$ cat src/rtl/sbs_map.svh
// constants for the supply supervisor and boot select block
// assumes a 10 MHz system clock and comparator inputs from the analog side
`ifndef SBS_MAP_SVH
`define SBS_MAP_SVH
`define SBS_CLK_HZ 10000000
`define SBS_START_BOR_US 3300
`define SBS_START_NOBOR_US 1000
`define SBS_START_BOR_CYC ((`SBS_START_BOR_US * (`SBS_CLK_HZ / 1000000)))
`define SBS_START_NOBOR_CYC ((`SBS_START_NOBOR_US * (`SBS_CLK_HZ / 1000000)))
`define SBS_LOAD_CYC 16'h0008
`define SBS_BOR_LVL_RST 3'h0
`define SBS_BOR_LVL_MAX 3'h4
`define SBS_PVD_LVL_MAX 3'h6
`endif

$ cat src/rtl/sbs_pkg.sv
// types for the supply supervisor and boot select block
// assumes sbs_map.svh constants are used alongside
package sbs_pkg;
  typedef enum logic [1:0] {
    SBS_BOOT_FLASH,
    SBS_BOOT_SYSTEM,
    SBS_BOOT_RAM
  } sbs_boot_type;
  typedef enum logic [2:0] {
    SBS_PM_RUN,
    SBS_PM_SLEEP,
    SBS_PM_LP_RUN,
    SBS_PM_LP_SLEEP,
    SBS_PM_STOP,
    SBS_PM_STANDBY
  } sbs_pmode_type;
  typedef enum logic [1:0] {
    SBS_REG_MAIN,
    SBS_REG_LOW_POWER,
    SBS_REG_POWER_DOWN
  } sbs_reg_type;
  typedef enum {
    SBS_ST_HOLD,
    SBS_ST_LOAD,
    SBS_ST_START,
    SBS_ST_RUN
  } sbs_state_type;
endpackage

$ cat src/rtl/sbs_supervisor.sv
// supply supervisor, option load, boot select, detector, regulator mode
// the sequencer holds reset until the supply is good, reads the option
// bits, waits out the start-up time and then releases the device
// a supply drop at any point restarts the whole sequence
// the detector is blind while the device is held in reset, except in the first reset cycle after leaving run
// assumes analog comparators and pins are asynchronous to clk_sys_in
// assumes option and software inputs are already on clk_sys_in
// assumes power_mode_in is steady between system clock edges
// assumes a detector level change is made with the detector disabled
`include "sbs_map.svh"
module sbs_supervisor #(
  parameter logic [15:0] START_BOR_CYC = 16'(`SBS_START_BOR_CYC),
  parameter logic [15:0] START_NOBOR_CYC = 16'(`SBS_START_NOBOR_CYC)
) (
  // clock and reset
  input wire logic clk_sys_in,
  input wire logic external_reset_pin_in,
  // analog comparators, asynchronous
  input wire logic por_ok_in,
  input wire logic [4:0] bor_above_in,
  input wire logic [6:0] pvd_above_in,
  // pins, asynchronous
  input wire logic ext_reset_n_in,
  input wire logic boot_strap_pin_in,
  // part variant and option bytes
  input wire logic bor_at_power_on_in,
  input wire logic opt_bor_disable_in,
  input wire logic [2:0] opt_bor_level_in,
  input wire logic boot_option_bit_a_in,
  input wire logic boot_option_bit_b_in,
  input wire logic boot_source_select_bit_in,
  // flash state and software controls
  input wire logic flash_empty_in,
  input wire logic pvd_enable_in,
  input wire logic [2:0] pvd_level_in,
  input wire logic pvd_irq_fall_en_in,
  input wire logic pvd_irq_rise_en_in,
  input wire logic pvd_irq_clear_in,
  input wire logic vref_off_in_stop_in,
  // power mode from the mode controller
  input wire sbs_pkg::sbs_pmode_type power_mode_in,
  // sequencer and boot results
  output logic sys_reset_n_out,
  output logic opt_load_out,
  output logic brownout_reset_en_out,
  output logic [2:0] brownout_level_out,
  output sbs_pkg::sbs_boot_type boot_source_out,
  // detector
  output logic supply_level_above_out,
  output logic pvd_irq_out,
  // reference and regulator
  output logic internal_reference_voltage_en_out,
  output sbs_pkg::sbs_reg_type regulator_mode_out,
  output logic standby_keep_out
);

  ////////////////////////////////////////////////////////////////////////
  // reset release synchroniser
  // reset asserts at once but leaves in step with the clock, so no
  // flop sees the release close to its own edge
  logic [1:0] rst_sync_q;
  logic rst_n;
  always_ff @(posedge clk_sys_in or negedge external_reset_pin_in) begin
    if (!external_reset_pin_in) begin
      rst_sync_q <= 2'h0;
    end else begin
      rst_sync_q <= {rst_sync_q[0], 1'b1};
    end
  end
  assign rst_n = rst_sync_q[1];

  ////////////////////////////////////////////////////////////////////////
  // two-flop synchronisers for every asynchronous input
  // comparator, pin and strap levels may move at any time; only the
  // second rank is read, so a metastable first rank never reaches logic
  // the bus order below must match the split into named fields
  localparam int SW = 15;
  logic [SW-1:0] meta_q;
  logic [SW-1:0] sync_q;
  logic [SW-1:0] raw;
  assign raw = {
    pvd_above_in,
    bor_above_in,
    por_ok_in,
    ext_reset_n_in,
    boot_strap_pin_in
  };
  always_ff @(posedge clk_sys_in or negedge rst_n) begin
    if (!rst_n) begin
      meta_q <= '0;
      sync_q <= '0;
    end else begin
      meta_q <= raw;
      sync_q <= meta_q;
    end
  end
  logic [6:0] pvd_s;
  logic [4:0] bor_s;
  logic por_s;
  logic external_reset_pin_pin_s;
  logic strap_s;
  assign {
    pvd_s,
    bor_s,
    por_s,
    external_reset_pin_pin_s,
    strap_s
  } = sync_q;

  ////////////////////////////////////////////////////////////////////////
  // module state
  typedef struct packed {
    // sequencer
    sbs_pkg::sbs_state_type st;
    logic [15:0] cnt;
    // options latched at the end of the load
    logic bor_en;
    logic [2:0] bor_lvl;
    logic boot_a;
    logic boot_b;
    logic boot_sel;
    // boot strap capture and result
    logic strap;
    logic external_reset_pin_prev;
    sbs_pkg::sbs_boot_type boot;
    // detector
    logic pvd_prev;
    logic pvd_armed;
    logic irq;
  } sbs_st_type;
  sbs_st_type s_q;
  sbs_st_type s_d;

  // selected comparator results
  // level codes above the top threshold are clamped to it
  // brownout only counts once enabled; the power-on check always does
  // the detector level is applied without a synchroniser
  logic bor_ok;
  logic supply_ok;
  logic pvd_now;
  logic [2:0] bor_idx;
  logic [2:0] pvd_idx;
  always_comb begin
    bor_idx = (s_q.bor_lvl > `SBS_BOR_LVL_MAX) ? `SBS_BOR_LVL_MAX
      : s_q.bor_lvl;
    pvd_idx = (pvd_level_in > `SBS_PVD_LVL_MAX) ? `SBS_PVD_LVL_MAX
      : pvd_level_in;
    bor_ok = !s_q.bor_en || bor_s[bor_idx];
    supply_ok = por_s && bor_ok;
    pvd_now = pvd_s[pvd_idx];
  end

  // boot decode: fixed truth table
  // boot_strap_pin is option bit a inverted when the select bit is set
  // empty sel strap a b  target
  //   1    x    x   x x  system
  //   0    1    x   1 x  flash
  //   0    0    0   x x  flash
  //   0    1    x   0 1  system
  //   0    1    x   0 0  ram
  //   0    0    1   x 1  system
  //   0    0    1   x 0  ram
  function automatic sbs_pkg::sbs_boot_type boot_dec(
    input logic empty, input logic sel, input logic strap,
    input logic a, input logic b);
    logic boot_strap_pin;
    boot_strap_pin = sel ? !a : strap;
    if (empty) begin
      boot_dec = sbs_pkg::SBS_BOOT_SYSTEM;
    end else if (!boot_strap_pin) begin
      boot_dec = sbs_pkg::SBS_BOOT_FLASH;
    end else if (b) begin
      boot_dec = sbs_pkg::SBS_BOOT_SYSTEM;
    end else begin
      boot_dec = sbs_pkg::SBS_BOOT_RAM;
    end
  endfunction

  // next-state logic
  always_comb begin
    s_d = s_q;
    s_d.external_reset_pin_prev = external_reset_pin_pin_s;
    // strap captured on rising edge of external reset pin
    // later pin changes leave the captured value alone
    if (external_reset_pin_pin_s && !s_q.external_reset_pin_prev) begin
      s_d.strap = strap_s;
    end
    unique case (s_q.st)
      // wait in reset until the supply is good
      sbs_pkg::SBS_ST_HOLD: begin
        s_d.cnt = 16'h0000;
        if (supply_ok) begin
          s_d.st = sbs_pkg::SBS_ST_LOAD;
        end
      end
      // option bits settle for a fixed count, then are latched
      sbs_pkg::SBS_ST_LOAD: begin
        s_d.cnt = s_q.cnt + 16'h0001;
        if (s_q.cnt == `SBS_LOAD_CYC - 16'h0001) begin
          s_d.bor_en = !opt_bor_disable_in;
          s_d.bor_lvl = (opt_bor_level_in > `SBS_BOR_LVL_MAX) ?
            `SBS_BOR_LVL_MAX : opt_bor_level_in;
          s_d.boot_a = boot_option_bit_a_in;
          s_d.boot_b = boot_option_bit_b_in;
          s_d.boot_sel = boot_source_select_bit_in;
          s_d.cnt = `SBS_LOAD_CYC;
          s_d.st = sbs_pkg::SBS_ST_START;
        end
      end
      // start-up delay, longer when brownout is active at power-up
      sbs_pkg::SBS_ST_START: begin
        s_d.cnt = s_q.cnt + 16'h0001;
        if (s_q.cnt >= (bor_at_power_on_in ? START_BOR_CYC
            : START_NOBOR_CYC)) begin
          s_d.boot = boot_dec(flash_empty_in, s_q.boot_sel, s_q.strap,
            s_q.boot_a, s_q.boot_b);
          s_d.st = sbs_pkg::SBS_ST_RUN;
        end
      end
      // released: counter parked, options and boot source held
      sbs_pkg::SBS_ST_RUN: begin
        s_d.cnt = s_q.cnt;
      end
    endcase
    // supply loss returns to hold from any state
    // the next rise runs the load and start-up again from the beginning
    if (!supply_ok) begin
      s_d.st = sbs_pkg::SBS_ST_HOLD;
      s_d.cnt = 16'h0000;
    end
    // detector: armed one cycle after enable, edge flags
    // the first cycle after enable only loads the previous level, so a
    // stale level from before enable cannot look like a crossing
    // clear and enable-low drop the flag; a new crossing wins over clear, but not over enable-low
    s_d.pvd_prev = pvd_now;
    s_d.pvd_armed = pvd_enable_in && s_q.st == sbs_pkg::SBS_ST_RUN;
    if (pvd_irq_clear_in || !pvd_enable_in) begin
      s_d.irq = 1'b0;
    end
    if (s_q.pvd_armed && pvd_enable_in) begin
      if ((pvd_irq_fall_en_in && s_q.pvd_prev && !pvd_now) ||
          (pvd_irq_rise_en_in && !s_q.pvd_prev && pvd_now)) begin
        s_d.irq = 1'b1;
      end
    end
  end

  // state register
  // the sequencer, option, boot and detector state is one word, loaded with its reset values by the local reset
  always_ff @(posedge clk_sys_in or negedge rst_n) begin
    if (!rst_n) begin
      s_q <= '{
        st: sbs_pkg::SBS_ST_HOLD,
        cnt: 16'h0000,
        bor_en: 1'b1,
        bor_lvl: `SBS_BOR_LVL_RST,
        boot_a: 1'b1,
        boot_b: 1'b1,
        boot_sel: 1'b1,
        strap: 1'b0,
        external_reset_pin_prev: 1'b0,
        boot: sbs_pkg::SBS_BOOT_FLASH,
        pvd_prev: 1'b0,
        pvd_armed: 1'b0,
        irq: 1'b0
      };
    end else begin
      s_q <= s_d;
    end
  end

  ////////////////////////////////////////////////////////////////////////
  // outputs
  // reset and boot outputs come straight from the state register
  // the detector output reads low until the detector is armed
  // regulator and reference follow the power mode with no delay
  // codes 6 and 7 are unused; they fall back to the main regulator
  always_comb begin
    sys_reset_n_out = (s_q.st == sbs_pkg::SBS_ST_RUN);
    opt_load_out = (s_q.st == sbs_pkg::SBS_ST_LOAD);
    brownout_reset_en_out = s_q.bor_en;
    brownout_level_out = s_q.bor_lvl;
    boot_source_out = s_q.boot;
    supply_level_above_out = s_q.pvd_armed && s_q.pvd_prev;
    pvd_irq_out = s_q.irq;
    internal_reference_voltage_en_out = !(vref_off_in_stop_in &&
      power_mode_in == sbs_pkg::SBS_PM_STOP);
    standby_keep_out = (power_mode_in == sbs_pkg::SBS_PM_STANDBY);
    unique case (power_mode_in)
      sbs_pkg::SBS_PM_RUN, sbs_pkg::SBS_PM_SLEEP:
        regulator_mode_out = sbs_pkg::SBS_REG_MAIN;
      sbs_pkg::SBS_PM_LP_RUN, sbs_pkg::SBS_PM_LP_SLEEP,
        sbs_pkg::SBS_PM_STOP:
        regulator_mode_out = sbs_pkg::SBS_REG_LOW_POWER;
      sbs_pkg::SBS_PM_STANDBY:
        regulator_mode_out = sbs_pkg::SBS_REG_POWER_DOWN;
      default:
        regulator_mode_out = sbs_pkg::SBS_REG_MAIN;
    endcase
  end

endmodule

$ cat config.mk
export PLATFORM = sky130hd
export DESIGN_NAME = sbs_supervisor
export DESIGN_NICKNAME = d
export VERILOG_FILES = /design/src/rtl/sbs_pkg.sv /design/src/rtl/sbs_supervisor.sv
export VERILOG_INCLUDE_DIRS = /design/src /design/src/rtl
export SDC_FILE = /design/constraint.sdc
export NUM_CORES = 1
export LEC_CHECK = 0
export ABC_AREA = 1
export BUFFER_PORTS_ARGS = -buffer_cell sky130_fd_sc_hd__buf_2
export CORE_ASPECT_RATIO = 0.7
export CORE_UTILIZATION = 55
export CTS_CLUSTER_SIZE = 14
export DETAILED_ROUTE_END_ITERATION = 8
export PLACE_DENSITY = 0.85
export RECOVER_POWER = 50
export SLEW_MARGIN = 10
export SYNTH_ARGS = -nofsm -noshare
export SYNTH_HDL_FRONTEND = slang
export SYNTH_SLANG_ARGS = --single-unit
$ cat constraint.sdc
create_clock -name clk_sys_in -period 2.7 [get_ports clk_sys_in]
set_clock_uncertainty 0.15 [all_clocks]
set_input_delay 0.675 -clock clk_sys_in [delete_from_list [all_inputs] [get_ports clk_sys_in]]
set_output_delay 0.675 -clock clk_sys_in [all_outputs]
set_load 0.05 [all_outputs]
Word-level counts from Yosys, hierarchy flattened
Index checks and enable logic that the tools add are counted.
{"block": "word_totals", "register_bits": 94, "input_bits": 37, "output_inout_bits": 14, "elab_cells": 84}
{"block": "op_classes", "n_addsub": 1, "magnitude_cmp": 6, "eq_ne": 14, "muxes": 21, "n_reduce_logical": 26}
{"operator": "32-bit by 2-bit == test with 1-bit output, second input constant", "count": 3}
{"operator": "32-bit one-hot mux with 3 select lines", "count": 1}
{"operator": "55-bit 2-to-1 mux", "count": 1}
{"operator": "48-bit 2-to-1 mux", "count": 1}
{"operator": "16-bit one-hot mux with 3 select lines", "count": 1}
{"operator": "32-bit by 1-bit == test with 1-bit output, second input constant", "count": 1}
{"operator": "32-bit by 3-bit == test with 1-bit output, second input constant", "count": 1}
{"operator": "32-bit logical NOT", "count": 1}
{"operator": "32-bit 2-to-1 mux", "count": 1}
{"operator": "16-bit by 1-bit adder with 16-bit output, second input constant", "count": 1}
{"operator": "16-bit by 3-bit == test with 1-bit output, second input constant", "count": 1}
{"operator": "16-bit >= comparator", "count": 1}
{"operator": "16-bit 2-to-1 mux", "count": 1}
{"operator": "1-bit logical AND", "count": 10}
{"operator": "3-bit greater-than comparator, second input constant", "count": 3}
{"operator": "3-bit 2-to-1 mux", "count": 3}
{"operator": "1-bit logical NOT", "count": 8}
{"operator": "3-bit by 4-bit < comparator with 1-bit output, second input constant", "count": 2}
{"operator": "1-bit binary-select mux with 3-bit select", "count": 2}
{"operator": "3-bit by 2-bit == test with 1-bit output, second input constant", "count": 2}
{"operator": "3-bit == test, second input constant", "count": 2}
{"operator": "1-bit 2-to-1 mux", "count": 6}
{"operator": "2-bit 2-to-1 mux", "count": 3}
{"operator": "3-bit != test, second input constant", "count": 2}
{"operator": "other kinds (7)", "count": 10}

Depth between registers and ports, before layout
{"block": "logic_depth", "word_depth": 9, "depth_mapped": 13, "mapped_depth_nobuf": 13}

Least setup slack after synthesis
No wires, ideal clock.
{"block": "synth_timing", "kind": "input to output", "from": "input port power_mode_in[1]", "to": "output port regulator_mode_out[0]", "arrival_time_ps": 1816, "required_ps": 1875, "setup_slack_ps": 59, "path_stages": 2, "path_buffers": 0, "cell_sequence": "inv_1 -> o21ai_0"}
{"block": "synth_between", "elab_chain_len": 3, "elab_cells_between_ends": 6, "cone_classes": "eq/ne: 4; mux: 1; reduce/logical: 1"}
{"element": "start, declared", "line": "sbs_supervisor.sv:41", "rtl": "input wire sbs_pkg::sbs_pmode_type power_mode_in,"}
{"element": "3-bit == test / 3-bit by 2-bit == test with 1-bit output (equally long branches)", "line": "sbs_supervisor.sv:289", "rtl": "unique case (power_mode_in)"}
{"element": "3-bit OR reduction", "line": "sbs_supervisor.sv:289"}
{"element": "2-bit one-hot mux with 2 select lines (*)", "line": "sbs_supervisor.sv:289"}
{"element": "end, declared", "line": "sbs_supervisor.sv:53", "rtl": "output sbs_pkg::sbs_reg_type regulator_mode_out,"}
Every way passes the cells marked *; elsewhere a longest branch is shown, timed or not.

Final worst setup path
{"block": "layout_timing", "from": "register s_q[31] (netlist name)", "to": "register s_q (netlist bit brownout_level_out[0])"}
{"block": "layout_between", "elab_chain_len": 2}
{"element": "start, declared", "line": "sbs_supervisor.sv:131", "rtl": "sbs_st_type s_q;"}
{"element": "start signal, assigned", "line": "sbs_supervisor.sv:252", "rtl": "s_q <= '{"}
{"element": "32-bit by 1-bit == test with 1-bit output", "line": "sbs_supervisor.sv:188", "rtl": "unique case (s_q.st)"}
{"element": "2-bit AND reduction (no line)"}
No other way between the ends.
A chain may end at the register's enable or synchronous reset.

==> summary.md <==
| Metric | Value |
|---|---|
| Run status | `finished clean` |
| I/O Pins | `51` |
| Min-Delay Path Class | `reg -> reg` |
| Post-synth EDFFs | `0` |
| Fill cells | `466` |
| Yosys top cell area share | `45.64%` |
| Peak Freq | `434.4 MHz` |
| Tmin final | `2302 ps` |
| Die Ht | `66.71 microns` |
| Reg power frac | `49.2%` |
| Layout cells sized above 1 | `16.96%` |
| CP max stage delay | `660 ps` |
| Synth unique cells | `30` |
| Yosys Warn Count | `0` |
| Post-CTS Resized | `0` |
| Slew margin rel. | `14.16%` |
| Final core utilization | `65.63%` |
| DP HPWL | `5334 microns` |
| WL per Instance | `14.19 microns` |
| Met3 WL post-DR | `704 microns` |
| CP dominant cell by count | `inv_1` |
| Final-report max-slew violation count | `0` |
| Avg Vias per Cell | `5.372` |
| H-tree depth | `3` |
| WL met1 | `3115 microns` |
| Max-Cap Viols | `0` |
| Syn Inst Count | `405` |
| Post-synthesis async set-or-reset flop share | `100.0%` |
| Leakage | `1.959 nW` |
| Critical Path Fanout Max | `14` |
| Clk_lat worst skew | `340 ps` |
| Total grt overflow | `0` |
| Synth Area per Inst | `8.122 sq um` |
| Final nets | `507` |
| 1st-iter DRT viols | `483` |
| Die Area | `6299 sq um` |
| Rows | `23` |
| Layout Cells excl Fill | `535` |
| RSZ-0062 raised after global routing | `false` |
| Synthesized cell area | `3289 sq um` |
| CTS sink cnt | `64` |
| Crit start category | `flip-flop` |
| Root Buffer | `clkbuf_8` |
| Pwr Total | `2.051 mW` |
| Crit Path Category | `reg -> reg` |
| # Post-CTS Setup Buffers | `0` |
| Residual DRC | `0` |
| Post-synth top cells | `nand2_1 (116), dfrtp_1 (60), inv_1 (49)` |
| Total wire length | `7591 microns` |
| I/O Buffers | `50` |
| Clock Path Buffers | `2` |
| Area Growth Syn to Fin | `14.83%` |
| Worst EP arrival | `2370 ps` |
| Pin count of the biggest net entering global routing | `35` |
| WL met2 | `3583 microns` |
| Final GP Congestion | `0.9490` |
| Yosys top cell by area | `dfrtp_1` |
| Sw Share | `24.09%` |
| Gate power share | `6.3%` |
| Placed Cells | `518` |
| Area of the multi-input gates | `1385 sq um` |
| Period utilization | `85.27%` |
| Initial antenna violation count | `0` |
| Hold slack | `199.0 ps` |
| R2R depth | `6` |
| Antenna viol nets, final | `0` |
| Global-route wire length before repair | `12420 microns` |
| Worst EP required | `2770 ps` |
| TritonCTS clock tree | `built` |
| Net Count, Synth | `457` |
| Total track usage | `26.63%` |
| Core Box Area | `5756 sq um` |
| Area contributors post-synth | `dfrtp_1 (46%), nand2_1 (13%), ha_1 (5.7%), inv_1 (5.6%), nor2_1 (4.1%)` |
| DRT Pass-1 Iters | `6` |
| Reg area | `1607 sq um` |
| Max VDD drop | `285.6 uV` |
| Worst-path clk slew | `80 ps` |
| Hold Vio Cnt, Final | `0` |
| Routed vias | `2874` |
| Flops & latches, synth | `64` |
| Hold path depth | `0` |
| TNS Setup | `0 ps` |
| Setup Viol. Count Final | `0` |
| P_int | `1.557 mW` |
| Most frequent cell after synthesis | `nand2_1` |
| Ys flop type | `dfrtp_1` |
| Clock Power Share | `44.5%` |
| Total CTS buffers | `9` |
| DIE WIDTH | `94.44 microns` |
| Register area share after synthesis | `48.84%` |
| Pwr dens | `543.0 nW/um^2` |
| Top Metal Used | `met4` |
| Worst slew pin tran | `1288 ps` |
| Starting Density | `57.15%` |
| Slowest cell on crit path | `nor4_1` |
| Number of diodes | `0` |
| Critical Path Sink Type | `flip-flop` |
| Switching power | `0.4942 mW` |
| Critical-path cell list | `inv_1, ha_1, inv_1, nor4_1, nand2_1, o21ai_0` |
| Vias in the first global route | `2695` |
## power by group through the flow
stage | combinational, mW | clock [mW] | sequential, mW
2_1_floorplan | 0.0718 | 0 | 1.03
4_1_cts | 0.131 | 0.926 | 1.01
3_3_place_gp | 0.122 | 0 | 1.03
3_5_place_dp | 0.128 | 0 | 1.03
6_report | 0.129 | 0.912 | 1.01
5_1_grt | 0.144 | 0.970 | 1.02
## placed cells by master, fill, tap and decap left out, drive strengths merged, types with 4 or more instances in the layout
master / count
inv: 55
dfrtp: 60
o21ai: 21
ha: 15
xor2: 9
clkbuf: 12
nand3: 22
buf: 49
nand2: 119
a21oi: 21
dfstp: 4
nor2: 37
nand4: 15
## cell type report
type                       count  share of cell area (%)
inverter                      54                   5.499
sequential                    64                   42.53
multi-input combinational    274                   36.67
tap                           75                   2.484
clock buffer                  10                   3.379
timing repair buffer          52                   6.989
clock inverter                 6                   2.451
## state kept, by name, indices dropped and copies added, names as in the netlist
| signal | cells |
|---|---|
| boot_source_out | 2 |
| brownout_level_out | 3 |
| brownout_reset_en_out | 1 |
| meta_q | 15 |
| pvd_irq_out | 1 |
| rst_sync_q | 2 |
| s_q | 25 |
| sync_q | 15 |
## repair_timing
action,CTS,global route
endpoints found under the hold margin,2,0
hold buffers,1,0
setup endpoints to repair,0,0
## worst max-delay path, delay by kind of cell (launching register included)
family	cells	cell delay [ps]
flops	1	430
compound gates	1	170
simple gates	2	780
fa+ha+maj	1	290
buf+inv	2	360
## kinds of logic (layout without fill, tap and decap cells)
kind of cell,after synthesis,after routing,share of synthesized area [%]
compound gates,48,48,7.722
xor+xnor,9,9,2.396
fa+ha+maj,15,15,5.706
buf+inv,67,122,9.053
flops,64,64,48.84
other cells,1,1,0.1140
simple gates,201,201,26.17
## worst paths after layout
| kind | end | slack [ps] | start |
|---|---|---|---|
| setup / recovery | brownout_level_out[0] | 400 | s_q[31] |
| hold / removal | sync_q[3] | 200 | meta_q[3] |
| setup reg to reg | brownout_level_out[0] | 400 | s_q[31] |
| hold reg to reg | sync_q[3] | 200 | meta_q[3] |
| max in group asynchronous | s_q[24] | 660 | rst_sync_q[1] |
| min in group asynchronous | meta_q[3] | 390 | rst_sync_q[1] |
## per-layer routing
layer,track usage [%],vias to the layer above
li1,-,1392
met1,32.82,1300
met2,43.66,158
met3,7.306,24
met4,12.50,0
met5,0,-
## per-stage QoR
step	area, sq um	setup WS (ps)
after floorplan	3289	59.47
after global placement	3565	426.7
after detailed placement	3565	284.4
after CTS	3795	399.0
after global routing	3777	216.4
final	3777	397.7
No activity file was read; power rests on OpenSTA's default activity.
